**src/hw/viu_consts.vh**
```
`ifndef VIU_CONSTS_VH
`define VIU_CONSTS_VH

// source count and bus geometry
`define VIU_NSRC        32
`define VIU_DATA_W      32
`define VIU_ADDR_W      32
`define VIU_LANES       4
`define VIU_LANE_W      8

// register byte addresses
`define VIU_ADDR_IRQ_STAT  32'hfffff000
`define VIU_ADDR_FIQ_STAT  32'hfffff004
`define VIU_ADDR_RAW_STAT  32'hfffff008
`define VIU_ADDR_CLASS     32'hfffff00c
`define VIU_ADDR_EN_SET    32'hfffff010
`define VIU_ADDR_EN_CLR    32'hfffff014
`define VIU_ADDR_SW_SET    32'hfffff018
`define VIU_ADDR_SW_CLR    32'hfffff01c
`define VIU_ADDR_EVT_STAT  32'hfffff040
`define VIU_ADDR_EVT_MASK  32'hfffff044

// reset values
`define VIU_RST_WORD    32'h00000000
`define VIU_RST_BIT     1'b0

// bus responses
`define VIU_RESP_OKAY   2'b00
`define VIU_RESP_SLVERR 2'b10

`endif

```
**src/hw/viu_axil_slave.v**
```verilog
`timescale 1ns/1ps
`default_nettype none
`include "viu_consts.vh"

module viu_axil_slave #(
	parameter ADDR_W = `VIU_ADDR_W,
	parameter DATA_W = `VIU_DATA_W
) (
	// clock and reset
	input  wire                  ref_clk_in,
	input  wire                  rst_b_in,
	// write address and data
	input  wire [ADDR_W-1:0]     s_axi_awaddr_in,
	input  wire                  s_axi_awvalid_in,
	output reg                   s_axi_awready_out,
	input  wire [DATA_W-1:0]     s_axi_wdata_in,
	input  wire [DATA_W/8-1:0]   s_axi_wstrb_in,
	input  wire                  s_axi_wvalid_in,
	output reg                   s_axi_wready_out,
	// write response
	output reg  [1:0]            s_axi_bresp_out,
	output reg                   s_axi_bvalid_out,
	input  wire                  s_axi_bready_in,
	// read address and data
	input  wire [ADDR_W-1:0]     s_axi_araddr_in,
	input  wire                  s_axi_arvalid_in,
	output reg                   s_axi_arready_out,
	output reg  [DATA_W-1:0]     s_axi_rdata_out,
	output reg  [1:0]            s_axi_rresp_out,
	output reg                   s_axi_rvalid_out,
	input  wire                  s_axi_rready_in,
	// register side
	output wire                  wr_en_out,
	output reg  [ADDR_W-1:0]     wr_addr_out,
	output reg  [DATA_W-1:0]     wr_data_out,
	output reg  [DATA_W/8-1:0]   wr_strb_out,
	input  wire                  wr_err_in,
	output wire                  rd_en_out,
	output wire [ADDR_W-1:0]     rd_addr_out,
	input  wire [DATA_W-1:0]     rd_data_in,
	input  wire                  rd_err_in
);

	reg aw_full_reg;
	reg w_full_reg;

	// write fires once both halves are held and no response is pending
	assign wr_en_out   = aw_full_reg & w_full_reg & ~s_axi_bvalid_out;
	assign rd_en_out   = s_axi_arvalid_in & s_axi_arready_out;
	assign rd_addr_out = s_axi_araddr_in;

	always @(posedge ref_clk_in or negedge rst_b_in) begin
		if (!rst_b_in) begin
			aw_full_reg       <= 1'b0;
			w_full_reg        <= 1'b0;
			wr_addr_out       <= {ADDR_W{1'b0}};
			wr_data_out       <= {DATA_W{1'b0}};
			wr_strb_out       <= {(DATA_W/8){1'b0}};
			s_axi_awready_out <= 1'b0;
			s_axi_wready_out  <= 1'b0;
			s_axi_bvalid_out  <= 1'b0;
			s_axi_bresp_out   <= `VIU_RESP_OKAY;
			s_axi_arready_out <= 1'b0;
			s_axi_rvalid_out  <= 1'b0;
			s_axi_rdata_out   <= {DATA_W{1'b0}};
			s_axi_rresp_out   <= `VIU_RESP_OKAY;
		end else begin
			if (s_axi_awvalid_in && s_axi_awready_out) begin
				aw_full_reg       <= 1'b1;
				wr_addr_out       <= s_axi_awaddr_in;
				s_axi_awready_out <= 1'b0;
			end else if (!aw_full_reg && !s_axi_bvalid_out) begin
				s_axi_awready_out <= 1'b1;
			end
			if (s_axi_wvalid_in && s_axi_wready_out) begin
				w_full_reg       <= 1'b1;
				wr_data_out      <= s_axi_wdata_in;
				wr_strb_out      <= s_axi_wstrb_in;
				s_axi_wready_out <= 1'b0;
			end else if (!w_full_reg && !s_axi_bvalid_out) begin
				s_axi_wready_out <= 1'b1;
			end
			if (wr_en_out) begin
				aw_full_reg      <= 1'b0;
				w_full_reg       <= 1'b0;
				s_axi_bvalid_out <= 1'b1;
				s_axi_bresp_out  <= wr_err_in ? `VIU_RESP_SLVERR : `VIU_RESP_OKAY;
			end else if (s_axi_bvalid_out && s_axi_bready_in) begin
				s_axi_bvalid_out <= 1'b0;
			end
			// one read in flight: arready drops until the data is taken
			if (rd_en_out) begin
				s_axi_arready_out <= 1'b0;
				s_axi_rvalid_out  <= 1'b1;
				s_axi_rdata_out   <= rd_err_in ? {DATA_W{1'b0}} : rd_data_in;
				s_axi_rresp_out   <= rd_err_in ? `VIU_RESP_SLVERR : `VIU_RESP_OKAY;
			end else if (s_axi_rvalid_out) begin
				if (s_axi_rready_in) begin
					s_axi_rvalid_out <= 1'b0;
				end
			end else begin
				s_axi_arready_out <= 1'b1;
			end
		end
	end

endmodule
`default_nettype wire

```
**src/hw/viu_event_flags.v**
```verilog
`timescale 1ns/1ps
`default_nettype none
`include "viu_consts.vh"

module viu_event_flags #(
	parameter N = `VIU_NSRC
) (
	// clock and reset
	input  wire         ref_clk_in,
	input  wire         rst_b_in,
	// events and software access
	input  wire [N-1:0] event_in,
	input  wire [N-1:0] clear_in,
	input  wire         mask_we_in,
	input  wire [N-1:0] mask_keep_in,
	input  wire [N-1:0] mask_data_in,
	// state
	output reg  [N-1:0] status_out,
	output reg  [N-1:0] mask_out,
	output reg          irq_out
);

	wire [N-1:0] status_next;
	wire [N-1:0] mask_next;

	genvar g;
	generate
		for (g = 0; g < N; g = g + 1) begin : g_bit
			// an event in the clearing cycle survives the clear
			assign status_next[g] = event_in[g] | (status_out[g] & ~clear_in[g]);
			assign mask_next[g]   = (mask_we_in && !mask_keep_in[g]) ?
			                        mask_data_in[g] : mask_out[g];
		end
	endgenerate

	always @(posedge ref_clk_in or negedge rst_b_in) begin
		if (!rst_b_in) begin
			status_out <= {N{`VIU_RST_BIT}};
			mask_out   <= {N{`VIU_RST_BIT}};
			irq_out    <= `VIU_RST_BIT;
		end else begin
			status_out <= status_next;
			mask_out   <= mask_next;
			irq_out    <= |(status_next & mask_next);
		end
	end

endmodule
`default_nettype wire

```
**src/hw/viu_front_end.v**
```verilog
// Added by the designer: register access over AXI4-Lite.
`timescale 1ns/1ps
`default_nettype none
`include "viu_consts.vh"

//Behaviour
//- hardware request ORed with software force
//- force-set writes ones set, zeros ignored
//- force-clear writes ones clear, zeros ignored
//- raw status shows combined request regardless
//- enable read shows permitted sources
//- enable-set writes ones set, zeros ignored
//- enable-clear writes ones clear, zeros ignored
//- class bit zero IRQ, one FIQ
//- IRQ status is raw, enabled, not fast
//- thirty-two sources, bit n means source n
//- FIQ status is raw, enabled, fast
module viu_front_end #(
	parameter N      = `VIU_NSRC,
	parameter ADDR_W = `VIU_ADDR_W,
	parameter DATA_W = `VIU_DATA_W
) (
	// clock and reset
	input  wire                  ref_clk_in,
	input  wire                  rst_b_in,
	// peripheral request lines
	input  wire [N-1:0]          hw_req_in,
	// to the processor core
	output reg                   irq_req_out,
	output reg                   fiq_req_out,
	output reg  [N-1:0]          irq_status_out,
	output reg  [N-1:0]          fiq_status_out,
	// request edge event interrupt
	output wire                  event_irq_out,
	// axi4-lite write address and data
	input  wire [ADDR_W-1:0]     s_axi_awaddr_in,
	input  wire                  s_axi_awvalid_in,
	output wire                  s_axi_awready_out,
	input  wire [DATA_W-1:0]     s_axi_wdata_in,
	input  wire [DATA_W/8-1:0]   s_axi_wstrb_in,
	input  wire                  s_axi_wvalid_in,
	output wire                  s_axi_wready_out,
	// axi4-lite write response
	output wire [1:0]            s_axi_bresp_out,
	output wire                  s_axi_bvalid_out,
	input  wire                  s_axi_bready_in,
	// axi4-lite read
	input  wire [ADDR_W-1:0]     s_axi_araddr_in,
	input  wire                  s_axi_arvalid_in,
	output wire                  s_axi_arready_out,
	output wire [DATA_W-1:0]     s_axi_rdata_out,
	output wire [1:0]            s_axi_rresp_out,
	output wire                  s_axi_rvalid_out,
	input  wire                  s_axi_rready_in
);

	// bus side
	wire                wr_en;
	wire [ADDR_W-1:0]   wr_addr;
	wire [DATA_W-1:0]   wr_data;
	wire [DATA_W/8-1:0] wr_strb;
	reg                 wr_err;
	wire                rd_en;
	wire [ADDR_W-1:0]   rd_addr;
	reg  [DATA_W-1:0]   rd_data;
	reg                 rd_err;

	// stored state
	reg  [N-1:0]        soft_force_reg;
	reg  [N-1:0]        soft_force_next;
	reg  [N-1:0]        enable_reg;
	reg  [N-1:0]        enable_next;
	reg  [N-1:0]        class_reg;
	reg  [N-1:0]        class_next;
	reg  [N-1:0]        raw_prev_reg;

	// derived vectors
	wire [DATA_W-1:0]   lane_mask;
	wire [N-1:0]        wr_ones;
	wire [N-1:0]        wr_keep;
	wire [N-1:0]        raw_req;
	wire [N-1:0]        irq_vec;
	wire [N-1:0]        fiq_vec;
	wire [N-1:0]        req_event;
	wire [N-1:0]        evt_status;
	wire [N-1:0]        evt_mask;
	wire [N-1:0]        evt_clear;
	wire                evt_mask_we;

	viu_axil_slave #(
		.ADDR_W (ADDR_W),
		.DATA_W (DATA_W)
	) u_bus (
		.ref_clk_in        (ref_clk_in),
		.rst_b_in          (rst_b_in),
		.s_axi_awaddr_in   (s_axi_awaddr_in),
		.s_axi_awvalid_in  (s_axi_awvalid_in),
		.s_axi_awready_out (s_axi_awready_out),
		.s_axi_wdata_in    (s_axi_wdata_in),
		.s_axi_wstrb_in    (s_axi_wstrb_in),
		.s_axi_wvalid_in   (s_axi_wvalid_in),
		.s_axi_wready_out  (s_axi_wready_out),
		.s_axi_bresp_out   (s_axi_bresp_out),
		.s_axi_bvalid_out  (s_axi_bvalid_out),
		.s_axi_bready_in   (s_axi_bready_in),
		.s_axi_araddr_in   (s_axi_araddr_in),
		.s_axi_arvalid_in  (s_axi_arvalid_in),
		.s_axi_arready_out (s_axi_arready_out),
		.s_axi_rdata_out   (s_axi_rdata_out),
		.s_axi_rresp_out   (s_axi_rresp_out),
		.s_axi_rvalid_out  (s_axi_rvalid_out),
		.s_axi_rready_in   (s_axi_rready_in),
		.wr_en_out         (wr_en),
		.wr_addr_out       (wr_addr),
		.wr_data_out       (wr_data),
		.wr_strb_out       (wr_strb),
		.wr_err_in         (wr_err),
		.rd_en_out         (rd_en),
		.rd_addr_out       (rd_addr),
		.rd_data_in        (rd_data),
		.rd_err_in         (rd_err)
	);

	// byte strobes: lanes not strobed count as zeros, so set/clear ports ignore them
	genvar g;
	generate
		for (g = 0; g < `VIU_LANES; g = g + 1) begin : g_lane
			assign lane_mask[g*`VIU_LANE_W +: `VIU_LANE_W] = {`VIU_LANE_W{wr_strb[g]}};
		end
	endgenerate

	assign wr_ones = wr_data[N-1:0] & lane_mask[N-1:0];
	assign wr_keep = ~lane_mask[N-1:0];

	// combining stage, per bit position n
	assign raw_req   = hw_req_in | soft_force_reg;
	assign irq_vec   = raw_req & enable_reg & ~class_reg;
	assign fiq_vec   = raw_req & enable_reg & class_reg;
	assign req_event = raw_req & ~raw_prev_reg;

	// event flags live at their own word pair
	assign evt_mask_we = wr_en && (wr_addr == `VIU_ADDR_EVT_MASK);
	assign evt_clear   = (wr_en && (wr_addr == `VIU_ADDR_EVT_STAT)) ? wr_ones : {N{1'b0}};

	viu_event_flags #(
		.N (N)
	) u_events (
		.ref_clk_in   (ref_clk_in),
		.rst_b_in     (rst_b_in),
		.event_in     (req_event),
		.clear_in     (evt_clear),
		.mask_we_in   (evt_mask_we),
		.mask_keep_in (wr_keep),
		.mask_data_in (wr_data[N-1:0]),
		.status_out   (evt_status),
		.mask_out     (evt_mask),
		.irq_out      (event_irq_out)
	);

	// write side: only one address per write, so set and clear never collide
	always @* begin
		soft_force_next = soft_force_reg;
		enable_next     = enable_reg;
		class_next      = class_reg;
		wr_err          = 1'b0;
		if (wr_en) begin
			case (wr_addr)
				`VIU_ADDR_SW_SET: begin
					soft_force_next = soft_force_reg | wr_ones;
				end
				`VIU_ADDR_SW_CLR: begin
					soft_force_next = soft_force_reg & ~wr_ones;
				end
				`VIU_ADDR_EN_SET: begin
					enable_next = enable_reg | wr_ones;
				end
				`VIU_ADDR_EN_CLR: begin
					enable_next = enable_reg & ~wr_ones;
				end
				`VIU_ADDR_CLASS: begin
					class_next = (class_reg & wr_keep) | wr_ones;
				end
				// status words and the event pair accept a write here; only the event pair acts on it, in u_events
				`VIU_ADDR_IRQ_STAT,
				`VIU_ADDR_FIQ_STAT,
				`VIU_ADDR_RAW_STAT,
				`VIU_ADDR_EVT_STAT,
				`VIU_ADDR_EVT_MASK: begin
					wr_err = 1'b0;
				end
				default: begin
					wr_err = 1'b1;
				end
			endcase
		end
	end

	// read side: status words show the live vectors, not the one-cycle-late outputs
	always @* begin
		rd_data = `VIU_RST_WORD;
		rd_err  = 1'b0;
		if (rd_en) begin
			case (rd_addr)
				`VIU_ADDR_IRQ_STAT: begin
					rd_data[N-1:0] = irq_vec;
				end
				`VIU_ADDR_FIQ_STAT: begin
					rd_data[N-1:0] = fiq_vec;
				end
				`VIU_ADDR_RAW_STAT: begin
					rd_data[N-1:0] = raw_req;
				end
				`VIU_ADDR_CLASS: begin
					rd_data[N-1:0] = class_reg;
				end
				`VIU_ADDR_EN_SET: begin
					rd_data[N-1:0] = enable_reg;
				end
				`VIU_ADDR_SW_SET: begin
					rd_data[N-1:0] = soft_force_reg;
				end
				`VIU_ADDR_EN_CLR,
				`VIU_ADDR_SW_CLR: begin
					rd_data = `VIU_RST_WORD;
				end
				`VIU_ADDR_EVT_STAT: begin
					rd_data[N-1:0] = evt_status;
				end
				`VIU_ADDR_EVT_MASK: begin
					rd_data[N-1:0] = evt_mask;
				end
				default: begin
					rd_err = 1'b1;
				end
			endcase
		end
	end

	always @(posedge ref_clk_in or negedge rst_b_in) begin
		if (!rst_b_in) begin
			soft_force_reg <= `VIU_RST_WORD;
			enable_reg     <= `VIU_RST_WORD;
			class_reg      <= `VIU_RST_WORD;
			raw_prev_reg   <= `VIU_RST_WORD;
			irq_status_out <= `VIU_RST_WORD;
			fiq_status_out <= `VIU_RST_WORD;
			irq_req_out    <= `VIU_RST_BIT;
			fiq_req_out    <= `VIU_RST_BIT;
		end else begin
			soft_force_reg <= soft_force_next;
			enable_reg     <= enable_next;
			class_reg      <= class_next;
			raw_prev_reg   <= raw_req;
			// registered outputs add one cycle of latency to the core inputs
			irq_status_out <= irq_vec;
			fiq_status_out <= fiq_vec;
			irq_req_out    <= |irq_vec;
			fiq_req_out    <= |fiq_vec;
		end
	end

endmodule
`default_nettype wire

```
**config.mk**
```make
export PLATFORM = sky130hd
export DESIGN_NAME = viu_front_end
export DESIGN_NICKNAME = d
export VERILOG_FILES = /design/src/hw/viu_axil_slave.v /design/src/hw/viu_event_flags.v /design/src/hw/viu_front_end.v
export VERILOG_INCLUDE_DIRS = /design/src /design/src/hw
export SDC_FILE = /design/constraint.sdc
export NUM_CORES = 1
export LEC_CHECK = 0
export BUFFER_PORTS_ARGS = -buffer_cell sky130_fd_sc_hd__buf_2
export CAP_MARGIN = 20
export CORE_ASPECT_RATIO = 0.6
export CORE_MARGIN = 1
export CORE_UTILIZATION = 45
export DETAILED_ROUTE_END_ITERATION = 10
export GPL_TIMING_DRIVEN = 0
export PLACE_DENSITY = 0.65
export RECOVER_POWER = 100
export SKIP_CTS_REPAIR_TIMING = 1
export SYNTH_ARGS = -nofsm -noshare
export SYNTH_HDL_FRONTEND = slang
export SYNTH_SLANG_ARGS = --single-unit
```
**constraint.sdc**
```tcl
create_clock -name ref_clk_in -period 3.3 [get_ports ref_clk_in]
set_input_delay 0.66 -clock ref_clk_in [delete_from_list [all_inputs] [get_ports ref_clk_in]]
set_output_delay 0.66 -clock ref_clk_in [all_outputs]
set_load 0.05 [all_outputs]
```
==> reports/metrics.yaml <==
outcome:
  status: "complete, but fails checks"
  failed_checks: "max-capacitance violations, max-slew violations, negative setup slack"
floorplanning:
  die_y_um: 150
  initial_utilization: 0.463
  num_rows: 53
  ios: 247
  design.die.area_sq_mm: 0.0373
  die_x_um: 249
  core_area_sq_mm: 0.0355
final_layout:
  final_common_cell: "dfrtp_1"
  layout_common_cells: "dfrtp_1 (368), clkbuf_1 (193), nand2_1 (149)"
  diodes: 0
  utilization: 0.548
  final_nets: 1955
  syn2layout_area_growth_pct: 18.4
  num-fill-cells: 3156
  drive_gt1_frac: 0.206
routing:
  ant_nets: 0
  vias: 14190
  route.detailed.drc: 0
  drtIter0Drc: 1830
  routed_wl_um: 61600
  wire_per_inst_um: 26.7
  firstDrtPassIters: 6
  vias_per_cell: 6.16
synthesis:
  synth_area_sq_mm: 0.0164
  synth_edf_count: 0
  syn_area_per_cell_sq_um: 10.8
  async_flop_share: 1.00
  ys_warn_count: 0
  synth_cell_types: 52
  netlist_instances: 1521
  seq_area_frac_synth: 0.561
  ys.flop_type: "dfrtp_1"
  synth_seq_cells: 368
clock_tree:
  tritoncts: "built"
  cts_buffers: 37
  cts_root_buffer: "clkbuf_16"
  cts_sinks: 368
  clk_pin_slew_worst_paths_ps: 60
  clock_path_buffers: 3
  clk_latency_ps: 540
  htree_levels: 2
critical_path:
  startpoint_type: "register"
  crit_fanout: 10
  criticalPathCategory: "reg -> reg"
  reg2regPathDepth: 9
  reg2reg_setup_slack_ps: -40
  crit_path_end_kind: "register"
  rr_startpoint: "u_bus.wr_addr_out[7]"
  r2r_end: "u_events.irq_out"
  crit_required_ps: 3660
  critical_path_arrival_ps: 3700
sta:
  slew_headroom: -0.0587
  rsz0062_at_grt: "false"
  max_freq_ghz: 0.300
  fin_tns_setup_ps: -37.8
  period_share: 1.01
  finalSetupViolCount: 1
  setup_ws_ps: -37.8
  worst_pin_slew_ps: 1590
  worst_clock_skew_ps: 17.3
  finalHoldViolations: 0
  period_minus_slack_ps: 3340
  drv_slew: 108
placement:
  io_buffers: 243
  dp_hpwl_um: 44100
  routabilityCongestion: 1.01
pwr:
  p_leak_nw: 8.92
  p_per_area_mw_per_mm2: 627
  peakVddDrop_v: 0.000460
worst_hold_path:
  hold_path_class: "in -> async"
global_routing:
  grt_pass1_wl_um: 89300
  overflow: 0
  antenna_found_initial: 1
  track_usage: 0.332
  grt_pass1_vias: 13765
  grt_max_degree: 109
run:
  drv_cap: 1
## kinds of logic (layout without fill, tap and decap cells)
logic type | after synthesis | count (layout) | synth area share
and+or+nand+nor | 498 | 498 | 0.152
DFF | 368 | 368 | 0.561
AOI/OAI and AO/OA | 291 | 291 | 0.114
muxes | 206 | 206 | 0.136
buffers and inverters | 155 | 471 | 0.0363
xor gates and xnor gates | 2 | 2 | 0.00107
other | 1 | 2 | 0.000228
## final cells by class
cell class              instances  area, sq um  share of cell area
well taps                     467          584              0.0301
clock buffers                  55         1080              0.0557
plain buffers                 103          423              0.0218
clock inverters                 6         57.6             0.00296
inverters                      52          195              0.0100
multi-input cells             999         6630               0.341
repair buffers                255         1250              0.0644
flip-flops and latches        368         9210               0.474
## cell usage after synthesis (all sizes together) (2+ instances only)
library cell	n	area share
dfrtp	368	0.56
mux2	132	0.091
nor3	30	0.0094
o22ai	20	0.0076
and4b	4	0.0024
o221ai	12	0.0064
nor3b	3	0.0014
a22oi	24	0.011
a32oi	4	0.0021
clkbuf	84	0.019
o21ai	100	0.030
o211ai	4	0.0018
nand3	60	0.018
and4	4	0.0021
nor2	111	0.025
o2bb2ai	17	0.0091
xnor2	2	0.0011
nand4b	2	0.0011
nor2b	6	0.0023
or2	18	0.0069
and2	9	0.0034
o31ai	32	0.015
nand4	56	0.025
or4	4	0.0018
a21boi	2	0.00091
or4b	3	0.0018
and3	17	0.0065
nand2	149	0.034
a22o	15	0.0080
a211oi	6	0.0027
a21oi	39	0.012
a31oi	4	0.0015
inv	52	0.012
nor4	15	0.0066
nand2b	4	0.0015
mux2i	74	0.045
o21a	4	0.0018
a221oi	6	0.0032
buf	19	0.0052
## where the power goes
part | total (mW) | internal (mW) | switching, mW | leakage [nW]
registers | 5.61 | 5.01 | 0.600 | 4.73
clock network | 4.13 | 2.34 | 1.79 | 0.561
logic | 2.44 | 0.760 | 1.68 | 3.63
## worst max-delay path, cell delays in order, from the launching register on
cell and delay, ps:
dfrtp_1 390, or4_1 610, nor4_4 230, buf_4 200, buf_2 390, nand4_1 230
o2bb2ai_1 210, a22oi_1 460, and4_1 270, nand4_1 160
## worst max path at each step
stage	from	to
after floorplan	u_bus.s_axi_bvalid_out	u_events.irq_out
after global placement	rst_b_in	fiq_status_out[19]
after detailed placement	u_bus.s_axi_bvalid_out	u_events.irq_out
after CTS	u_bus.s_axi_bvalid_out	u_events.irq_out
after global routing	u_bus.wr_addr_out[7]	register
final	u_bus.wr_addr_out[7]	u_events.irq_out
## metrics by stage
step	std cells	hold slack [ps]	power [mW]	area [sq um]	worst slack (ps)
6_report	2305	137	12.2	19400	-37.8
5_1_grt	2305	224	12.6	19400	0.939
4_1_cts	2297	214	12.1	19500	-702
3_5_place_dp	2236	435	8.03	18300	-673
3_3_place_gp	2232	428	7.95	18200	-5710
2_1_floorplan	1522	364	6.86	16400	505
## metal layers
metal	global-route usage	vias to the layer above	wire length (um)
met5	0	-	0
met4	0.0925	0	1610
met3	0.148	127	9030
met2	0.458	953	24900
met1	0.466	7023	26000
li1	-	6087	-
No activity file was read; power rests on OpenSTA's default activity.
